[src/dti_consts.vh]
// Constants for the drive terminal input/output block
`ifndef DTI_CONSTS_VH
`define DTI_CONSTS_VH
`define DTI_CLK_HZ 25000000
`define DTI_IN_TICK_US 2000
`define DTI_IN_TICK_CYC ((`DTI_CLK_HZ / 1000000) * `DTI_IN_TICK_US)
`define DTI_OUT_TICK_US 1000
`define DTI_OUT_TICK_CYC ((`DTI_CLK_HZ / 1000000) * `DTI_OUT_TICK_US)
`define DTI_AIN_TICK_US 4000
`define DTI_AIN_TICK_CYC ((`DTI_CLK_HZ / 1000000) * `DTI_AIN_TICK_US)
`define DTI_AIN_LOW_MV 1700
`define DTI_AIN_HIGH_MV 3900
`define DTI_AIN_FULL_MV 10000
`define DTI_ADC_BITS 10
`define DTI_ADC_FULL 1023
`define DTI_IN_TICK_LOAD 16'hC34F
`define DTI_OUT_TICK_LOAD 16'h61A7
`define DTI_AIN_TICK_LOAD 17'h1869F
`define DTI_AIN_LOW_CODE 10'h0AD
`define DTI_AIN_HIGH_CODE 10'h18E
`define DTI_FN_OFF 8'h00
`define DTI_FN_RUN 8'h01
`define DTI_FN_RUN_REV 8'h02
`define DTI_FN_COAST 8'h03
`define DTI_FN_QUICK 8'h04
`define DTI_FN_ACK 8'h09
`define DTI_FN_INCH_R 8'h0A
`define DTI_FN_INCH_L 8'h0B
`define DTI_FN_REV 8'h0C
`define DTI_FN_POT_UP 8'h0D
`define DTI_FN_POT_DN 8'h0E
`define DTI_FN_FIX_DIR 8'h0F
`define DTI_FN_FIX_RUN 8'h10
`define DTI_FN_FIX_BIN 8'h11
`define DTI_FN_DCBRAKE 8'h19
`define DTI_FN_TRIP 8'h1D
`define DTI_FN_NO_ADD 8'h21
`define DTI_FN_FREE 8'h63
`define DTI_SRC_TERMINAL 2'h2
`define DTI_SRC_INPUTS 2'h0
`define DTI_SRC_STATUS1 2'h1
`define DTI_SRC_STATUS2 2'h2
`define DTI_AT_UNI_V 2'h0
`define DTI_AT_BI_V 2'h1
`define DTI_AT_CUR 2'h2
`endif

[src/dti_terminal_io.v]
// Drive terminal binary inputs, relay outputs and analog input channels
`timescale 1ns/1ps
`include "dti_consts.vh"
module dti_terminal_io (
  // Clock and reset
  input wire clk_sys,
  input wire rst,
  // Terminal pins
  input wire [5:0] din_pin,
  input wire [9:0] ain0_code,
  input wire [9:0] ain1_code,
  // Input configuration
  input wire input_polarity_setting,
  input wire [2:0] input_debounce_setting,
  input wire [63:0] input_function_selector,
  input wire [1:0] command_source_selector,
  input wire [5:0] run_command_sink,
  input wire [5:0] coast_sink,
  input wire [5:0] ack_sink,
  // Analog configuration
  input wire [1:0] ain0_type,
  input wire [1:0] ain1_type,
  input wire [3:0] analog_filter_time,
  input wire [9:0] ain_gain,
  input wire [9:0] ain_dead_zone,
  // Drive status words
  input wire [15:0] status_word1,
  input wire [15:0] status_word2,
  // Relay selectors
  input wire [17:0] output_source_selector,
  // Outputs
  output reg [7:0] input_state_word,
  output reg normal_ramp_stop,
  output reg run_cmd,
  output reg run_reverse,
  output reg coast_stop,
  output reg quick_ramp_stop,
  output reg fault_ack,
  output reg inch_right,
  output reg inch_left,
  output reg reverse_cmd,
  output reg motor_potentiometer_up,
  output reg motor_potentiometer_down,
  output reg [2:0] fixed_setpoint_sel,
  output reg fixed_setpoint_run,
  output reg dc_brake_enable,
  output reg ext_trip,
  output reg add_setpoint_disable,
  output reg [2:0] relay_out,
  output reg [9:0] ain0_value,
  output reg [9:0] ain1_value,
  output reg [1:0] ain_type_fault
);

  // ==========================================
  // Tick generators
  reg [15:0] in_cnt;
  reg [15:0] out_cnt;
  reg [16:0] ain_cnt;
  wire in_tick;
  wire out_tick;
  wire ain_tick;
  assign in_tick = (in_cnt == 16'h0000);
  assign out_tick = (out_cnt == 16'h0000);
  assign ain_tick = (ain_cnt == 17'h00000);
  always @(posedge clk_sys or posedge rst) begin
    if (rst) begin
      in_cnt <= 16'h0000;
      out_cnt <= 16'h0000;
      ain_cnt <= 17'h00000;
    end else begin
      in_cnt <= in_tick ? `DTI_IN_TICK_LOAD : in_cnt - 16'h0001;
      out_cnt <= out_tick ? `DTI_OUT_TICK_LOAD : out_cnt - 16'h0001;
      ain_cnt <= ain_tick ? `DTI_AIN_TICK_LOAD : ain_cnt - 17'h00001;
    end
  end

  // ==========================================
  // Pin synchronisers
  reg [5:0] din_s1;
  reg [5:0] din_s2;
  always @(posedge clk_sys or posedge rst) begin
    if (rst) begin
      din_s1 <= 6'h00;
      din_s2 <= 6'h00;
    end else begin
      din_s1 <= din_pin;
      din_s2 <= din_s1;
    end
  end

  // ==========================================
  // Analog channels
  reg [19:0] filt0;
  reg [19:0] filt1;
  reg [1:0] ain_bin;
  wire [9:0] f0;
  wire [9:0] f1;
  assign f0 = filt0[19:10];
  assign f1 = filt1[19:10];

  function [19:0] smooth;
    input [19:0] acc;
    input [9:0] code;
    input [3:0] sh;
    reg [20:0] diff;
    reg [20:0] step;
    begin
      diff = {1'b0, code, 10'h000} - {1'b0, acc};
      step = $signed(diff) >>> sh;
      smooth = acc + step[19:0];
    end
  endfunction

  function [9:0] scale_dz;
    input [9:0] v;
    input [9:0] gain;
    input [9:0] dz;
    reg [19:0] p;
    begin
      p = v * gain;
      if (p[18:9] <= dz)
        scale_dz = 10'h000;
      else
        scale_dz = p[19] ? 10'h3FF : p[18:9] - dz;
    end
  endfunction

  function bin_level;
    input [9:0] v;
    input prev;
    begin
      if (v < `DTI_AIN_LOW_CODE)
        bin_level = 1'b0;
      else if (v > `DTI_AIN_HIGH_CODE)
        bin_level = 1'b1;
      else
        bin_level = prev;
    end
  endfunction

  always @(posedge clk_sys or posedge rst) begin
    if (rst) begin
      filt0 <= 20'h00000;
      filt1 <= 20'h00000;
      ain0_value <= 10'h000;
      ain1_value <= 10'h000;
      ain_bin <= 2'h0;
      ain_type_fault <= 2'h0;
    end else if (ain_tick) begin
      filt0 <= smooth(filt0, ain0_code, analog_filter_time);
      filt1 <= smooth(filt1, ain1_code, analog_filter_time);
      ain0_value <= scale_dz(f0, ain_gain, ain_dead_zone);
      ain1_value <= (ain1_type == `DTI_AT_BI_V) ? 10'h000 :
        scale_dz(f1, ain_gain, ain_dead_zone);
      ain_type_fault <= {ain1_type == `DTI_AT_BI_V, ain0_type == 2'h3};
      ain_bin <= {bin_level(ain1_code, ain_bin[1]),
        bin_level(ain0_code, ain_bin[0])};
    end
  end

  // ==========================================
  // Polarity and debounce
  wire [7:0] raw_in;
  assign raw_in = {ain_bin, input_polarity_setting ? din_s2 : ~din_s2};
  reg [3:0] deb_cnt [0:7];
  genvar gi;
  generate
    for (gi = 0; gi < 8; gi = gi + 1) begin : g_deb
      always @(posedge clk_sys or posedge rst) begin
        if (rst) begin
          deb_cnt[gi] <= 4'h0;
          input_state_word[gi] <= 1'b0;
        end else if (in_tick) begin
          if (raw_in[gi] == input_state_word[gi])
            deb_cnt[gi] <= 4'h0;
          else if (deb_cnt[gi] >= {1'b0, input_debounce_setting}) begin
            deb_cnt[gi] <= 4'h0;
            input_state_word[gi] <= raw_in[gi];
          end else
            deb_cnt[gi] <= deb_cnt[gi] + 4'h1;
        end
      end
    end
  endgenerate

  // ==========================================
  // Free routing source
  // source number plus bit
  function route_bit;
    input [5:0] sel;
    input [7:0] ins;
    input [15:0] s1;
    input [15:0] s2;
    begin
      case (sel[5:4])
        `DTI_SRC_INPUTS: route_bit = ins[sel[2:0]];
        `DTI_SRC_STATUS1: route_bit = s1[sel[3:0]];
        `DTI_SRC_STATUS2: route_bit = s2[sel[3:0]];
        default: route_bit = 1'b0;
      endcase
    end
  endfunction

  // ==========================================
  // Function decode
  reg [7:0] fn;
  reg [2:0] next_fix;
  reg next_run, next_rev, next_coast, next_quick, next_ack;
  reg next_ir, next_il, next_revc, next_up, next_dn;
  reg next_fixrun, next_dcb, next_trip, next_noadd;
  integer i;
  always @* begin
    next_run = 1'b0;
    next_rev = 1'b0;
    next_coast = 1'b0;
    next_quick = 1'b0;
    next_ack = 1'b0;
    next_ir = 1'b0;
    next_il = 1'b0;
    next_revc = 1'b0;
    next_up = 1'b0;
    next_dn = 1'b0;
    next_fix = 3'h0;
    next_fixrun = 1'b0;
    next_dcb = 1'b0;
    next_trip = 1'b0;
    next_noadd = 1'b0;
    fn = 8'h00;
    for (i = 0; i < 8; i = i + 1) begin
      fn = input_function_selector[i*8 +: 8];
      if (input_state_word[i]) begin
        case (fn)
          `DTI_FN_RUN: next_run = 1'b1;
          `DTI_FN_RUN_REV: begin
            next_run = 1'b1;
            next_rev = 1'b1;
          end
          `DTI_FN_COAST: next_coast = 1'b1;
          `DTI_FN_QUICK: next_quick = 1'b1;
          `DTI_FN_ACK: next_ack = 1'b1;
          `DTI_FN_INCH_R: next_ir = 1'b1;
          `DTI_FN_INCH_L: next_il = 1'b1;
          `DTI_FN_REV: next_revc = 1'b1;
          `DTI_FN_DCBRAKE: next_dcb = 1'b1;
          `DTI_FN_TRIP: next_trip = 1'b1;
          `DTI_FN_NO_ADD: next_noadd = 1'b1;
          `DTI_FN_POT_UP: next_up = 1'b1;
          `DTI_FN_POT_DN: next_dn = 1'b1;
          `DTI_FN_FIX_DIR:
            next_fix = (i < 3) ? next_fix | (3'h1 << i) : next_fix;
          `DTI_FN_FIX_RUN, `DTI_FN_FIX_BIN: begin
            next_fix = (i < 3) ? next_fix | (3'h1 << i) : next_fix;
            next_fixrun = 1'b1;
          end
          `DTI_FN_FREE: ;
          default: next_ack = next_ack;
        endcase
      end
    end
  end

  // ==========================================
  // Command outputs
  wire term_en;
  wire rt_run;
  wire rt_coast;
  wire rt_ack;
  assign term_en = (command_source_selector == `DTI_SRC_TERMINAL);
  assign rt_run = route_bit(run_command_sink, input_state_word,
    status_word1, status_word2);
  assign rt_coast = route_bit(coast_sink, input_state_word,
    status_word1, status_word2);
  assign rt_ack = route_bit(ack_sink, input_state_word,
    status_word1, status_word2);
  always @(posedge clk_sys or posedge rst) begin
    if (rst) begin
      run_cmd <= 1'b0;
      normal_ramp_stop <= 1'b1;
      run_reverse <= 1'b0;
      coast_stop <= 1'b0;
      quick_ramp_stop <= 1'b0;
      fault_ack <= 1'b0;
      inch_right <= 1'b0;
      inch_left <= 1'b0;
      reverse_cmd <= 1'b0;
      motor_potentiometer_up <= 1'b0;
      motor_potentiometer_down <= 1'b0;
      fixed_setpoint_sel <= 3'h0;
      fixed_setpoint_run <= 1'b0;
      dc_brake_enable <= 1'b0;
      ext_trip <= 1'b0;
      add_setpoint_disable <= 1'b0;
    end else begin
      run_cmd <= term_en & (next_run | rt_run | next_fixrun);
      normal_ramp_stop <= ~(term_en & (next_run | rt_run | next_fixrun));
      run_reverse <= term_en & next_rev;
      coast_stop <= next_coast | rt_coast;
      quick_ramp_stop <= next_quick;
      fault_ack <= next_ack | rt_ack;
      inch_right <= term_en & next_ir;
      inch_left <= term_en & next_il;
      reverse_cmd <= next_revc;
      motor_potentiometer_up <= next_up;
      motor_potentiometer_down <= next_dn;
      fixed_setpoint_sel <= next_fix;
      fixed_setpoint_run <= term_en & next_fixrun;
      dc_brake_enable <= next_dcb;
      ext_trip <= next_trip;
      add_setpoint_disable <= next_noadd;
    end
  end

  // ==========================================
  // Relay outputs
  // relays from input state or status bits
  generate
    for (gi = 0; gi < 3; gi = gi + 1) begin : g_rel
      always @(posedge clk_sys or posedge rst) begin
        if (rst)
          relay_out[gi] <= 1'b0;
        else if (out_tick)
          relay_out[gi] <= route_bit(output_source_selector[gi*6 +: 6],
            input_state_word, status_word1, status_word2);
      end
    end
  endgenerate

endmodule // dti_terminal_io

[config.mk]
export PLATFORM = sky130hd
export DESIGN_NAME = dti_terminal_io
export DESIGN_NICKNAME = d
export VERILOG_FILES = /design/src/dti_terminal_io.v
export VERILOG_INCLUDE_DIRS = /design/src
export SDC_FILE = /design/constraint.sdc
export NUM_CORES = 1
export LEC_CHECK = 0
export ABC_AREA = 1
export BUFFER_PORTS_ARGS = -buffer_cell sky130_fd_sc_hd__clkbuf_2
export CORE_MARGIN = 5
export CORE_UTILIZATION = 40
export DETAILED_ROUTE_END_ITERATION = 8
export GPL_TIMING_DRIVEN = 0
export SYNTH_ARGS = -nofsm -noshare
export SYNTH_HDL_FRONTEND = slang
export SYNTH_SLANG_ARGS = --single-unit
[constraint.sdc]
create_clock -name clk_sys -period 9 [get_ports clk_sys]
set_clock_uncertainty 0.05 [all_clocks]
set_input_delay 1.8 -clock clk_sys [delete_from_list [all_inputs] [get_ports clk_sys]]
set_output_delay 1.8 -clock clk_sys [all_outputs]
set_load 0.01 [all_outputs]
== After elaboration in Yosys (flattened, before gate mapping) ==
Index checks and enable logic that the tools add are counted.

* Input port bits: 194
* Output and inout port bits: 51
* Word-level logic and storage cells: 600
* Register bits: 186

* Reduce and logical (&&, ||, !) cells: 40
* Equal/unequal tests: 146
* Bitwise gates (word level): 19
* Multiply operators: 2
* $add $sub $neg: 17
* Magnitude comparators: 26
* Shifts and indexed selects: 2
* Multiplexer cells: 301

{| class="wikitable"
|+ Operator list
! kind !! number
|-
| equality test 8 x 4 -> 1 bit, second input constant || 51
|-
| equality test 8 x 5 -> 1 bit, second input constant || 32
|-
| two-way mux 1 bit || 248
|-
| equality test 8 x 2 -> 1 bit, second input constant || 16
|-
| equality test 8 x 1 -> 1 bit, second input constant || 8
|-
| equality test 8 x 3 -> 1 bit, second input constant || 8
|-
| equality test 8 x 6 -> 1 bit, second input constant || 8
|-
| two-way mux 4 bit || 16
|-
| two-way mux 10 bit || 5
|-
| binary-select mux 1 bit (select 4 bit) || 12
|-
| >>> shifter 21 x 4 -> 20 bit || 2
|-
| subtractor 20 x 20 -> 21 bit || 2
|-
| adder 20 bit || 2
|-
| multiplier 10 x 10 -> 20 bit || 2
|-
| adder 4 x 1 -> 4 bit, second input constant || 8
|-
| >= comparator 4 x 3 -> 1 bit || 8
|-
| logical NOT 16 bit || 2
|-
| two-way mux 16 bit || 2
|-
| OR reduction 2 bit || 16
|-
| subtractor 16 x 1 -> 16 bit, second input constant || 2
|-
| < comparator 4 x 5 -> 1 bit, second input constant || 6
|-
| < comparator 3 x 4 -> 1 bit, second input constant || 6
|-
| AND reduction 3 bit || 8
|-
| > comparator 10 x 9 -> 1 bit, second input constant || 2
|-
| 22 further kinds || 81
|}

== Depth between registers and ports, before layout ==
* Word-level depth: 22
* Mapped depth: 36
* Mapped depth without buffers: 34

== Worst setup path after synthesis ==
OpenSTA, ideal clock, no wires.

* Path kind: input to register
* Start: input ain_gain[1]
* End: register ain1_value[7]
* Required time: 8.819 ns
* Stages on the path: 31
* Buffers on the path: 2
* Data arrival time: 7.642 ns
* Slack: 1.177 ns
* Setup time: 0.131 ns
* Path through: buf_2 -> buf_1 -> nand2_1 -> fa_1 -> inv_1 -> fa_1 -> inv_1 -> fa_1 -> inv_1 -> fa_1 -> inv_1 -> fa_1 -> inv_1 -> ha_1 -> nand2_1 -> nand2_1 -> a21boi_0 -> nand2_1 -> a21oi_1 -> o21ai_0 -> xor2_1 -> ha_1 -> a21oi_1 -> o21ai_0 -> a21oi_1 -> nor2_1 -> o21ai_0 -> nand2_1 -> or2_2 -> a21oi_1 -> o21ai_0

* Word-level cells in the longest chain between the ends: 5
* Elaborated cells between the ends (all ways): 6
* Those cells by class: add/sub: 1; mul: 1; order compare: 1; mux: 3

{| class="wikitable"
|+ RTL lines
! element !! RTL line !! text
|-
| from (decl) || dti_terminal_io.v:24 || <nowiki>input wire [9:0] ain_gain,</nowiki>
|-
| multiplier 10 x 10 -> 20 bit (*) || dti_terminal_io.v:121 || <nowiki>p = v * gain;</nowiki>
|-
| subtractor 10 bit || dti_terminal_io.v:125 || <nowiki>scale_dz = p[19] ? 10'h3FF : p[18:9] - dz;</nowiki>
|-
| two-way mux 10 bit || dti_terminal_io.v:125 ||
|-
| two-way mux 10 bit (*) || dti_terminal_io.v:122 || <nowiki>if (p[18:9] <= dz)</nowiki>
|-
| two-way mux 10 bit (*) || dti_terminal_io.v:154 || <nowiki>ain1_value <= (ain1_type == `DTI_AT_BI_V) ? 10'h000 :</nowiki>
|-
| to (signal assigned) || dti_terminal_io.v:154 ||
|-
| to (decl) || dti_terminal_io.v:51 || <nowiki>output reg [9:0] ain1_value,</nowiki>
|}

Mark *: on every way between the ends. The rest lies on a longest branch, timed or not.
A chain may end at the register's enable or synchronous reset.

== Worst setup path in the final report ==
* Start: input ain_gain[3]
* End: register ain1_value[8]

Same word-level chain as after synthesis.

==> results.py <==
metrics = {
    "cts": {
        "clk_pin_slew_ns": 0.08,
        "cts_buffers": 17,
        "post_cts_buffers": 0,
        "clkSinkCount": 186,
        "cts_tree": "built",
        "cts_buffer_depth": 2,
        "holdBufCountCts": 0,
        "worstSkewPairLatency_ns": 0.50,
        "clockRootBuffer": "clkbuf_16",
        "htree_num_levels": 4,
    },
    "synthesis": {
        "yosysTopAreaCellShare_pct": 18.8,
        "synth_edf_count": 0,
        "synthArstFlopShare_pct": 100,
        "synth.avg_cell_area_sq_um": 6.70,
        "synth_flop_cell": "dfrtp_1",
        "syn_area_sq_um": 24600,
        "synth_cell_types": 64,
        "ys_seq_area_share_pct": 19.0,
        "synthTopCellsByArea": "dfrtp_1 (19%), nand2_1 (13%), ha_1 (11%), fa_1 (10%), inv_1 (9.0%)",
        "synth_fp_nets": 4207,
        "ys_seq_elements": 186,
        "yosys.area.top_type": "dfrtp_1",
        "synthCells": 3666,
        "yosysWarningCount": 0,
    },
    "detailed_routing": {
        "wire_per_inst_microns": 17.4,
        "routed_wl_microns": 82000,
        "firstDrtPassIters": 6,
        "drcViolationCount": 0,
        "vias_per_cell": 5.36,
        "vias": 25200,
        "postRouteAntennaNets": 0,
        "drtIter0Drc": 2008,
    },
    "setup_path": {
        "cp.required_ns": 9.36,
        "critPathMaxFanout": 10,
        "criticalPathCategory": "in2reg",
        "cp-end-kind": "flop",
        "rrSetupSlack_ns": 1.61,
        "critical_path_arrival_ns": 8.65,
        "r2r-end": "ain1_value[8]",
        "path_common_cell": "inv_1",
        "rr_worst_depth": 32,
        "slowest_stage": "fa_1",
        "timing.rr.start": "filt1[15]",
        "startpoint_type": "primary input",
        "slowest_delay_ns": 0.57,
        "crit_start": "ain_gain[3]",
    },
    "timing": {
        "fin_ws_ns": 0.708,
        "post-route-period-util_pct": 92.1,
        "clock.fmax_mhz": 121,
        "slew_headroom_pct": 36.4,
        "hold_viol_final": 0,
        "layout_min_cycle_time_ns": 8.29,
        "setup_tns_ns": 0,
        "slew_viol_final": 0,
        "worst_pin_slew_ns": 0.951,
        "setup_violations": 0,
        "rsz0062_at_grt": "no",
    },
    "pwr": {
        "power_leakage_nw": 14.5,
        "p_per_area_nw_per_um2": 443,
        "intPower_mw": 5.30,
        "p_clk_share_pct": 7.1,
        "irDropWorstVdd_mv": 0.634,
        "p_comb_share_pct": 84.6,
        "switching_power_mw": 6.82,
        "power.share.switching_pct": 56.3,
        "total_power_mw": 12.1,
        "p_seq_share_pct": 8.2,
    },
    "placement": {
        "dpl.cell_count": 4678,
        "port_buffers": 229,
        "place_ws_ns": 0.0137,
        "gp_congestion": 0.943,
        "dpl.hpwl_microns": 66500,
    },
    "global_route": {
        "grt_pass1_vias": 24100,
        "grt.overflow.total": 0,
        "grt_usage_pct": 24.2,
        "grt_max_degree": 118,
        "antenna_found_initial": 4,
        "grt_pass1_wl_microns": 130000,
    },
    "floorplanning": {
        "die_area_sq_um": 66500,
        "die_width_microns": 258,
        "die_h_microns": 258,
        "coreArea_sq_um": 60600,
        "io_pins": 245,
        "start_util_pct": 40.5,
        "rows": 90,
    },
    "finish": {
        "flow.area_growth_from_synthesis_pct": 11.4,
        "layout-drive-gt1-share_pct": 8.71,
        "fin_cells": 4710,
        "final_nets": 4455,
    },
    "worst_hold_path": {
        "min_path_cells": 0,
        "hp-class": "reg2reg",
        "hold_path_startpoint": "din_s1[5]",
        "whs_endpoint": "din_s2[5]",
    },
    "run_status": {
        "outcome": "complete, no violations",
    },
    "job": {
        "maxCapViolCount": 0,
    },
}
cells in the final DEF, fill, tap and decap left out, types with 10 or more instances in the layout:
master / netlist / layout
fa_1: 126 / 126
or2_2: 21 / 21
o31ai_1: 12 / 12
o21ai_2: 15 / 15
inv_1: 588 / 587
o22ai_1: 30 / 30
ha_1: 221 / 221
a21oi_1: 205 / 205
clkbuf_1: 105 / 106
a31oi_1: 21 / 21
xnor2_1: 42 / 42
o211ai_1: 29 / 29
clkbuf_2: 0 / 229
o221ai_1: 10 / 10
o21ai_0: 341 / 341
clkbuf_16: 0 / 17
nor3_1: 56 / 56
nand4_1: 58 / 58
nor2_1: 282 / 282
o21ai_1: 17 / 17
nand3_1: 204 / 204
dfrtp_1: 185 / 185
xor2_1: 80 / 80
nor4_1: 16 / 16
nand2_1: 860 / 860
metal layers:
layer / vias to the layer above / track usage (%) / wire [microns] / share of wire, %
met4: 6 / 6.50 / 2020 / 2.5
li1: 12500 / - / - / -
met2: 842 / 40.4 / 37800 / 46
met5: - / 0 / 33 / 0.040
met1: 11700 / 33.1 / 36700 / 45
met3: 131 / 3.58 / 5420 / 6.6
how the worst max path moves through the flow:
stage | to | slack (ns) | cells past startpoint
after floorplan | ain1_value[7] | 1.18 | 31
after global placement | ain_bin[1] | -0.58 | 2
after detailed placement | ain1_value[8] | 0.01 | 31
after CTS | ain1_value[8] | 0.54 | 31
after global routing | ain1_value[8] | 0.10 | 31
final | ain1_value[8] | 0.71 | 32
worst max-delay path, delay by kind of cell:
kind / cells / cell delay (ns)
AOI/OAI and AO/OA: 6 / 1.18
and+or+nand+nor: 10 / 1.24
xor gates and xnor gates: 1 / 0.19
adders and majority gates: 7 / 3.31
buffers and inverters: 8 / 0.93
power groups by stage:
stage / registers [mW] / clock network (mW) / logic (mW)
CTS: 0.998 / 0.888 / 10.3
finish: 0.999 / 0.866 / 10.3
detailed placement: 1.01 / 0 / 10.2
global route: 1.01 / 0.917 / 11.9
global placement: 1.01 / 0 / 10.2
floorplan: 0.996 / 0 / 7.86
logic make-up after synthesis:
group,after synthesis,synth area share [%]
simple gates,1541,26.8
compound gates,746,17.1
buf+inv,723,11.2
fa+ha+maj,347,21.5
flops,186,19.0
xor+xnor,122,4.35
mux,1,0.0407
metrics by stage:
stage / hold slack (ns) / area (sq um) / util, %
after floorplan: 0.281 / 24600 / -
after global placement: 0.282 / 26700 / 44.1
after detailed placement: 0.285 / 26700 / 44.1
after CTS: 0.298 / 27400 / 45.2
after global routing: 0.302 / 27400 / 45.2
final: 0.295 / 27400 / 45.2
flip-flops by register name (all words and copies together), names as in the netlist, 3 cells and up:
register            cells
out_cnt                16
filt1                  20
ain1_value             10
filt0                  20
din_s1                  6
ain0_value             10
ain_cnt                17
input_state_word        8
in_cnt                 16
fixed_setpoint_sel      3
din_s2                  6
deb_cnt                32
relay_out               3
layout make-up:
cell class                      count  area (sq um)
Fill cell                        6421         33200
Multi-Input combinational cell   2757         17200
Sequential cell                   186          4660
Inverter                          598          2250
Timing Repair Buffer              230          1170
Tap cell                          782           978
Buffer                            124           493
Clock buffer                       18           429
Clock inverter                     14           220
Antenna cell                        1          2.50
cells in the mapped netlist (16+ instances only):
library cell,number
ha_1,221
nand3_1,204
nor3_1,56
o22ai_1,30
or2_2,21
nand2_1,860
dfrtp_1,185
clkbuf_1,105
nand4_1,58
xnor2_1,42
a31oi_1,21
fa_1,126
o211ai_1,29
inv_1,588
a21oi_1,205
nor2_1,282
nor4_1,16
xor2_1,80
o21ai_1,17
o21ai_0,341
timing repair:
item | CTS | global route
hold endpoints to repair | 0 | 0
endpoints found under the setup margin | 0 | 3
resized for setup | 0 | 0
Note: power is estimated with default switching activity, not from simulation.
